## src/common/rbs_map.svh

```systemverilog
// register offsets, field positions, reset values and timing counts of the sequencer
`ifndef RBS_MAP_SVH
`define RBS_MAP_SVH
`define RBS_WAIT_ADDR      14'h3FFE
`define RBS_SYS_ADDR       14'h3FFF
`define RBS_WAIT_RST       16'hFFFF
`define RBS_SYS_RST        16'h0000
`define RBS_SP1_MODE_BIT   10
`define RBS_SP0_EN_BIT     11
`define RBS_SP1_EN_BIT     12
`define RBS_MON_ADDR       14'h0800
`define RBS_FLASH_ADDR     14'h2200
`define RBS_STRETCH_TICKS  65536
`endif

```

## src/common/rbs_pkg.sv

```systemverilog
// types shared by the reset and boot sequencer
package rbs_pkg;
   typedef enum logic [4:0] {
      RBS_HOLD  = 5'b00001,
      RBS_MON   = 5'b00010,
      RBS_FLASH = 5'b00100,
      RBS_EXT   = 5'b01000,
      RBS_RUN   = 5'b10000
   } rbs_state_t;
   typedef struct packed {
      logic [13:0] addr;
      logic        wr;
      logic        rd;
      logic [15:0] wdata;
   } rbs_dm_req_t;
   typedef struct packed {
      logic core;
      logic periph;
      logic stack_empty;
      logic irq_mask;
      logic mode_status_clr;
   } rbs_rst_ctl_t;
   typedef struct packed {
      logic       set_code;
      logic       byte_wr;
      logic       byte_erase;
      logic [1:0] sel;
      logic [7:0] data;
   } rbs_nv_cmd_t;
endpackage

```

## src/core/rbs_top.sv

```systemverilog
// reset stretching, boot selection, boot-code security, user bytes and control registers
`include "rbs_map.svh"
module rbs_top #(
   parameter int STRETCH_TICKS = `RBS_STRETCH_TICKS
) (
   // clock and reset
   input  wire logic               mclk,
   input  wire logic               rst,
   // supply monitor, reset pin and input clock
   input  wire logic               supply_above_rst,
   input  wire logic               supply_above_hyst,
   input  wire logic               reset_pin_n,
   input  wire logic               input_clock_pin,
   input  wire logic               instruction_clock_out_enable,
   output logic                    instruction_clock_out,
   // reset controls to core and peripherals
   output rbs_pkg::rbs_rst_ctl_t   rst_ctl,
   // boot sequence
   output logic [13:0]             fetch_addr,
   output logic                    ext_boot_req,
   input  wire logic               ext_boot_done,
   // programming utility and debugger port
   input  wire logic               ext_req,
   output logic                    ext_grant,
   input  wire rbs_pkg::rbs_nv_cmd_t ext_cmd,
   // user program clearing routines and byte read
   input  wire logic               user_clr_full,
   input  wire logic               user_clr_reg,
   output logic                    flash_erase_req,
   input  wire logic               flash_erase_done,
   output logic                    boot_code,
   input  wire logic [1:0]         user_byte_sel,
   output logic [7:0]              user_byte_rdata,
   // data memory register access
   input  wire rbs_pkg::rbs_dm_req_t dm_req,
   output logic [15:0]             dm_rdata,
   // control register outputs
   output logic                    serial_port_one_mode,
   output logic                    serial_port_zero_en,
   output logic                    serial_port_one_en,
   output logic [15:0]             wait_state
);
   import rbs_pkg::*;

   localparam int CW = $clog2(STRETCH_TICKS);
   localparam logic [CW-1:0] LAST_TICK = CW'(STRETCH_TICKS - 1);

   logic             clk_in_q;
   logic             tick;
   logic             pwr_good_reg;
   logic             hold_cause;
   logic [CW-1:0]    cnt_reg;
   logic             in_rst_reg;
   logic             clk_out_reg;
   rbs_state_t       state_reg;
   logic [13:0]      fetch_reg;
   logic             boot_code_reg;
   logic             erase_pend_reg;
   logic [7:0]       nvb_reg [4];
   logic [7:0]       byte_rd_reg;
   logic [15:0]      wait_reg;
   logic [15:0]      sys_reg;
   logic [15:0]      rdata_reg;
   logic             user_ok;

   ////////////////////////////////////////////////////////////////////////////
   // instruction clock: one tick per input clock edge, so twice its rate
   always_ff @(posedge mclk or posedge rst)
   begin
      if (rst)
      begin
         clk_in_q    <= 1'b0;
         clk_out_reg <= 1'b0;
      end
      else
      begin
         clk_in_q    <= input_clock_pin;
         clk_out_reg <= tick & instruction_clock_out_enable;
      end
   end

   // a stopped input clock stalls the stretch count, hence the steady-clock demand
   assign tick = clk_in_q ^ input_clock_pin;
   assign instruction_clock_out = clk_out_reg;

   ////////////////////////////////////////////////////////////////////////////
   // supply monitor with hysteresis: good above threshold, bad below the lower level
   always_ff @(posedge mclk or posedge rst)
   begin
      if (rst)
         pwr_good_reg <= 1'b0;
      else if (supply_above_rst)
         pwr_good_reg <= 1'b1;
      else if (!supply_above_hyst)
         pwr_good_reg <= 1'b0;
   end

   assign hold_cause = !pwr_good_reg || !reset_pin_n;

   ////////////////////////////////////////////////////////////////////////////
   // reset stretch counter; any new cause starts the count over
   always_ff @(posedge mclk or posedge rst)
   begin
      if (rst)
      begin
         cnt_reg    <= '0;
         in_rst_reg <= 1'b1;
      end
      else if (hold_cause)
      begin
         cnt_reg    <= '0;
         in_rst_reg <= 1'b1;
      end
      else if (in_rst_reg && tick)
      begin
         // release only on an instruction tick so all blocks leave together
         if (cnt_reg == LAST_TICK)
            in_rst_reg <= 1'b0;
         else
            cnt_reg <= cnt_reg + 1'b1;
      end
   end

   // every reset effect is the same held level
   assign rst_ctl = {5{in_rst_reg}};

   ////////////////////////////////////////////////////////////////////////////
   // boot sequence: monitor first, then flash or external device
   always_ff @(posedge mclk or posedge rst)
   begin
      if (rst)
      begin
         state_reg <= RBS_HOLD;
         fetch_reg <= `RBS_MON_ADDR;
      end
      else if (in_rst_reg)
      begin
         state_reg <= RBS_HOLD;
         fetch_reg <= `RBS_MON_ADDR;
      end
      else
      begin
         case (state_reg)
            RBS_HOLD:
               state_reg <= RBS_MON;
            RBS_MON:
            begin
               if (boot_code_reg)
               begin
                  state_reg <= RBS_FLASH;
                  fetch_reg <= `RBS_FLASH_ADDR;
               end
               else
                  state_reg <= RBS_EXT;
            end
            RBS_EXT:
               if (ext_boot_done)
                  state_reg <= RBS_RUN;
            RBS_FLASH,
            RBS_RUN:
               state_reg <= state_reg;
            default:
               state_reg <= RBS_HOLD;
         endcase
      end
   end

   assign fetch_addr   = fetch_reg;
   assign ext_boot_req = (state_reg == RBS_EXT);

   ////////////////////////////////////////////////////////////////////////////
   // outside access is granted only while unsecured and out of reset
   assign ext_grant = ext_req && !boot_code_reg && !in_rst_reg;
   assign user_ok   = !in_rst_reg;

   // boot code: set only by the utility, cleared only by user routines
   always_ff @(posedge mclk or posedge rst)
   begin
      if (rst)
      begin
         boot_code_reg  <= 1'b0;
         erase_pend_reg <= 1'b0;
      end
      else
      begin
         if (ext_grant && ext_cmd.set_code)
            boot_code_reg <= 1'b1;
         else if (erase_pend_reg && flash_erase_done)
            boot_code_reg <= 1'b0;
         else if (user_ok && user_clr_reg)
            boot_code_reg <= 1'b0;
         // full clear waits for the erase, so a secured program never leaks
         if (erase_pend_reg && flash_erase_done)
            erase_pend_reg <= 1'b0;
         else if (user_ok && user_clr_full && boot_code_reg)
            erase_pend_reg <= 1'b1;
      end
   end

   assign flash_erase_req = erase_pend_reg;
   assign boot_code       = boot_code_reg;

   ////////////////////////////////////////////////////////////////////////////
   // nonvolatile user bytes, kept through chip resets
   always_ff @(posedge mclk or posedge rst)
   begin
      if (rst)
      begin
         for (int i = 0; i < 4; i++)
            nvb_reg[i] <= 8'h00;
         byte_rd_reg <= 8'h00;
      end
      else
      begin
         if (ext_grant && ext_cmd.byte_erase)
         begin
            for (int i = 0; i < 4; i++)
               nvb_reg[i] <= 8'h00;
         end
         else if (ext_grant && ext_cmd.byte_wr)
            nvb_reg[ext_cmd.sel] <= ext_cmd.data;
         byte_rd_reg <= nvb_reg[user_byte_sel];
      end
   end

   assign user_byte_rdata = byte_rd_reg;

   ////////////////////////////////////////////////////////////////////////////
   // control registers; chip reset restores defaults, software must fix wait states
   always_ff @(posedge mclk or posedge rst)
   begin
      if (rst)
      begin
         wait_reg <= `RBS_WAIT_RST;
         sys_reg  <= `RBS_SYS_RST;
      end
      else if (in_rst_reg)
      begin
         wait_reg <= `RBS_WAIT_RST;
         sys_reg  <= `RBS_SYS_RST;
      end
      else if (dm_req.wr)
      begin
         if (dm_req.addr == `RBS_WAIT_ADDR)
            wait_reg <= dm_req.wdata;
         if (dm_req.addr == `RBS_SYS_ADDR)
            sys_reg <= dm_req.wdata;
      end
   end

   // read data registered; other addresses answer zero
   always_ff @(posedge mclk or posedge rst)
   begin
      if (rst)
         rdata_reg <= 16'h0000;
      else if (dm_req.rd && dm_req.addr == `RBS_WAIT_ADDR)
         rdata_reg <= wait_reg;
      else if (dm_req.rd && dm_req.addr == `RBS_SYS_ADDR)
         rdata_reg <= sys_reg;
      else
         rdata_reg <= 16'h0000;
   end

   assign dm_rdata             = rdata_reg;
   assign wait_state           = wait_reg;
   assign serial_port_one_mode = sys_reg[`RBS_SP1_MODE_BIT];
   assign serial_port_zero_en  = sys_reg[`RBS_SP0_EN_BIT];
   assign serial_port_one_en   = sys_reg[`RBS_SP1_EN_BIT];

   ////////////////////////////////////////////////////////////////////////////
   // checks
   hold_cause_a: assert property (@(posedge mclk) disable iff (rst)
      hold_cause |=> in_rst_reg && rst_ctl.core && rst_ctl.periph)
      else $error("reset not held while a cause is present");

   stretch_len_a: assert property (@(posedge mclk) disable iff (rst)
      $fell(in_rst_reg) |-> $past(cnt_reg) == LAST_TICK && $past(tick))
      else $error("reset released before full stretch or off a tick");

   pwr_down_a: assert property (@(posedge mclk) disable iff (rst)
      !supply_above_hyst && !supply_above_rst |=> !pwr_good_reg ##1 in_rst_reg)
      else $error("low supply did not reassert reset");

   restart_a: assert property (@(posedge mclk) disable iff (rst)
      !reset_pin_n |=> cnt_reg == '0)
      else $error("stretch count not restarted");

   rst_effects_a: assert property (@(posedge mclk) disable iff (rst)
      in_rst_reg |-> rst_ctl.stack_empty && rst_ctl.irq_mask && rst_ctl.mode_status_clr)
      else $error("reset effects missing");

   flash_boot_a: assert property (@(posedge mclk) disable iff (rst)
      $fell(in_rst_reg) && boot_code_reg && !hold_cause
      |-> fetch_addr == `RBS_MON_ADDR ##2 fetch_addr == `RBS_FLASH_ADDR)
      else $error("secured boot did not go monitor then flash");

   ext_boot_a: assert property (@(posedge mclk) disable iff (rst)
      $fell(in_rst_reg) && !boot_code_reg && !hold_cause ##1 !hold_cause
      |=> ext_boot_req)
      else $error("unsecured boot did not request external device");

   refuse_a: assert property (@(posedge mclk) disable iff (rst)
      boot_code_reg && ext_req |-> !ext_grant ##1 $stable(nvb_reg[0]) && $stable(nvb_reg[1])
         && $stable(nvb_reg[2]) && $stable(nvb_reg[3]))
      else $error("secured device accepted an outside write");

   clear_src_a: assert property (@(posedge mclk) disable iff (rst)
      $fell(boot_code_reg) |-> $past(user_clr_reg && user_ok)
         || $past(erase_pend_reg && flash_erase_done))
      else $error("boot code cleared by a foreign source");

   erase_first_a: assert property (@(posedge mclk) disable iff (rst)
      user_ok && user_clr_full && boot_code_reg && !user_clr_reg && !erase_pend_reg
      |=> flash_erase_req && boot_code_reg)
      else $error("full clear dropped code before erase");

   byte_erase_a: assert property (@(posedge mclk) disable iff (rst)
      ext_grant && ext_cmd.byte_erase |=> nvb_reg[0] == 8'h00 && nvb_reg[3] == 8'h00)
      else $error("user bytes not zero after erase");

   clk_out_a: assert property (@(posedge mclk) disable iff (rst)
      instruction_clock_out_enable && (input_clock_pin != clk_in_q) |=> instruction_clock_out)
      else $error("no instruction clock pulse on input edge");

   sys_ctrl_a: assert property (@(posedge mclk) disable iff (rst)
      dm_req.wr && dm_req.addr == `RBS_SYS_ADDR && !in_rst_reg
      |=> serial_port_zero_en == $past(dm_req.wdata[`RBS_SP0_EN_BIT])
         && serial_port_one_mode == $past(dm_req.wdata[`RBS_SP1_MODE_BIT]))
      else $error("system control bits not applied");

   wait_dflt_a: assert property (@(posedge mclk) disable iff (rst)
      $fell(in_rst_reg) |-> wait_state == `RBS_WAIT_RST)
      else $error("wait states not at default after reset");

   release_c: cover property (@(posedge mclk) disable iff (rst) $fell(in_rst_reg));
   flash_c: cover property (@(posedge mclk) disable iff (rst) state_reg == RBS_FLASH);
   ext_c: cover property (@(posedge mclk) disable iff (rst) ext_boot_req ##1 ext_boot_done);
   erase_c: cover property (@(posedge mclk) disable iff (rst) $fell(erase_pend_reg));

endmodule

```

## config.mk

```make
export PLATFORM = sky130hd
export DESIGN_NAME = rbs_top
export DESIGN_NICKNAME = d
export VERILOG_FILES = /design/src/common/rbs_pkg.sv /design/src/core/rbs_top.sv
export VERILOG_INCLUDE_DIRS = /design/src /design/src/common
export SDC_FILE = /design/constraint.sdc
export NUM_CORES = 1
export LEC_CHECK = 0
export CORE_UTILIZATION = 59
export CTS_BUF_LIST = sky130_fd_sc_hd__clkbuf_2 sky130_fd_sc_hd__clkbuf_4 sky130_fd_sc_hd__clkbuf_8
export DETAILED_ROUTE_END_ITERATION = 10
export DONT_BUFFER_PORTS = 1
export GPL_ROUTABILITY_DRIVEN = 0
export GPL_TIMING_DRIVEN = 0
export PLACE_DENSITY_LB_ADDON = 0.1
export SETUP_SLACK_MARGIN = 0.02
export SLEW_MARGIN = 20
export SYNTH_ARGS = -nofsm -noshare
export SYNTH_HDL_FRONTEND = slang
export SYNTH_SLANG_ARGS = --single-unit
```

## constraint.sdc

```tcl
create_clock -name mclk -period 3.5 [get_ports mclk]
set_input_delay 0.525 -clock mclk [delete_from_list [all_inputs] [get_ports mclk]]
set_output_delay 0.525 -clock mclk [all_outputs]
set_load 0.005 [all_outputs]
```

==> flow_summary.toml <==
[yosys]
synth.most_common_cell = "dfrtp_1"
synth_top_cell_by_area = "dfrtp_1"
synth_top_area_share_pct = 46.3
synthTopCellsByCount = "98 x dfrtp_1, 66 x nand2_1, 33 x mux2i_1, 29 x a21oi_1, 26 x a22o_1"
syn_area_per_cell_um2 = 11.5
synth-warning-count = 0
syn_inst = 462
synth_edf_count = 0
ys_ff_latch = 117
ys_seq_area_share_pct = 55.8
netlist_top_cells_area = "dfrtp_1 46%, dfstp_2 9.4%, mux2i_1 6.2%, nand2_1 4.7%, a22o_1 4.3%"
netlist_area_mm2 = 0.00529
ys.flop_type = "dfrtp_1"
ys_types = 55
async_flop_share_pct = 100

[setup_path]
critPathLaunchType = "flop"
crit_fanout = 7
path_cells = "clkbuf_1, nor3_1, nand2_1, nor2_1"
critPathArrivalTime_ps = 1530
critPathKind = "flop to primary output"
cpMaxStageDelayCell = "dfrtp_1"
slowest_delay_ps = 380
endpoint_kind = "primary output"
worstPathRequired_ps = 2970

[power_and_ir_drop]
ir_drop_mv = 0.255
power_leakage_nw = 2.59
power_density_mw_per_mm2 = 449
power_mw = 2.66

[final_layout]
area_delta_synth_final_pct = 11.8
ff_latch_area_mm2 = 0.00295
diodes = 0
multi_input_area_mm2 = 0.00211
drive_gt1_share_pct = 20.5
largest_reg_flops = 32
nets = 554
nFillCells = 655

[global_route]
grt.total_usage_pct = 25.0
antenna_found_initial = 0
grt_pass1_vias = 3833
grt_pass1_wl_um = 18600
grt_max_degree = 36
grt-ovfl-total = 0

[floorplanning]
dieHeight_um = 96.7
core-area_mm2 = 0.00872
initial_utilization_pct = 60.7
row_count = 34
dieArea_mm2 = 0.00935
die_w_um = 96.7
io_pins = 126

[clocking]
clkSinkCount = 117
tritoncts = "done"
htreeDepth = 4
clock-root-buffer = "clkbuf_8"
postCtsSetupBuffers = 0
path_clk_slew_ps = 80
post_cts_resized = 0
cts_hold_buf = 0
cts_made_buffers = 17
clkLatencyLatePin_ps = 410
clock_path_buffers = 2

[drt]
vias = 3734
antenna_left = 0
routed_via_density = 6.07
drt_first_pass_iters = 4
routedWlPerCell_um = 17.9
drcViolationCount = 0
drt_wl_total_um = 11000
drt_iter0_markers = 129

[min_path]
hold_path_class = "primary input to asynchronous set/reset pin"

[timing]
rsz0062_at_grt = "no"
whs_ps = 21.6
worst_clock_skew_ps = 9.06
period_share_pct = 58.8
drv_slew = 0
fmax_mhz = 486
slew_headroom_pct = 48.2
finalSetupViolCount = 0
finalCriticalPeriod_ps = 2060
hold_viol_final = 0
fin_setup_tns_ps = 0
max_slew.worst_pin.slew_ps = 772

[outcome]
status = "finished clean"

[placement]
dp_hpwl_um = 7700
numPortBuffers = 0

[flow_run]
drv_cap = 0
-- cells by family (layout without fill, tap and decap cells) --
group	count (synthesis)	in the layout	share of synthesized area, %
AOI/OAI and AO/OA	92	92	12.2
muxes	41	41	9.65
and+or+nand+nor	160	160	16.1
DFF	117	117	55.8
other	1	11	0.0709
buffers and inverters	47	82	5.13
adders and majority gates	1	1	0.236
xor gates and xnor gates	3	3	0.851
-- cells in the final DEF, fill, tap and decap left out, types with 9 or more instances in the layout --
| cell | instances |
|---|---|
| dfrtp_1 | 98 |
| nand2_1 | 66 |
| mux2i_1 | 33 |
| a21oi_1 | 29 |
| a22o_1 | 26 |
| nor2_1 | 24 |
| clkbuf_8 | 19 |
| dfstp_2 | 19 |
| buf_4 | 17 |
| clkbuf_1 | 12 |
| conb_1 | 11 |
| nand4_1 | 10 |
| buf_2 | 9 |
-- metrics by stage --
stage                     cells  setup WS [ps]  area, µm²  utilization, %
after floorplan             472           1560       5330               -
after global placement      580           1020       5470            62.7
after detailed placement    583           1330       5530            63.4
after CTS                   615           1440       5920            67.9
after global routing        615           1330       5920            67.9
final                       615           1440       5920            67.9
-- worst max-delay path: cells and delay by family, from the launching register on --
family / cells / cell delay, ps
buf+inv: 1 / 190
flops: 1 / 380
simple gates: 3 / 570
-- final timing paths --
path	from	to	slack, ps	cells after the start
min in group mclk	input_clock_pin	clk_in_q$_DFF_PP0_	140	0
setup / recovery	state_reg[2]$_DFFE_PP0P_	ext_boot_req	1440	4
setup reg to reg	boot_code$_DFFE_PP0P_	nvb_reg[16]$_DFFE_PP0P_	1600	6
hold reg to reg	pwr_good_reg$_DFFE_PP0P_	pwr_good_reg$_DFFE_PP0P_	490	1
max in group asynchronous	rst	wait_state[15]$_DFFE_PP1P_	2860	2
hold / removal	rst	nvb_reg[27]$_DFFE_PP0P_	20	1
-- area by class of cell --
class	count	area share [%]
clock inverter	12	2.03
buffer	42	4.27
inverter	5	0.381
multi-input combinational	308	35.6
timing repair buffer	3	1.01
clock buffer	20	4.55
sequential	117	49.9
tap	108	2.28
-- power by group --
part / leakage (nW) / internal, mW / switching, mW
Sequential: 1.56 / 1.36 / 0.00727
Clock: 0.194 / 0.618 / 0.567
Combinational: 0.839 / 0.0423 / 0.0620
Total: 2.59 / 2.02 / 0.636
-- routing by layer --
metal	routed length, µm	track usage [%]	vias up
met5	0	0	-
met4	142	10.2	0
met3	768	8.02	14
met2	5450	39.9	139
met1	4660	31.6	1858
li1	-	-	1723
Note: power is estimated with default switching activity, not from simulation.
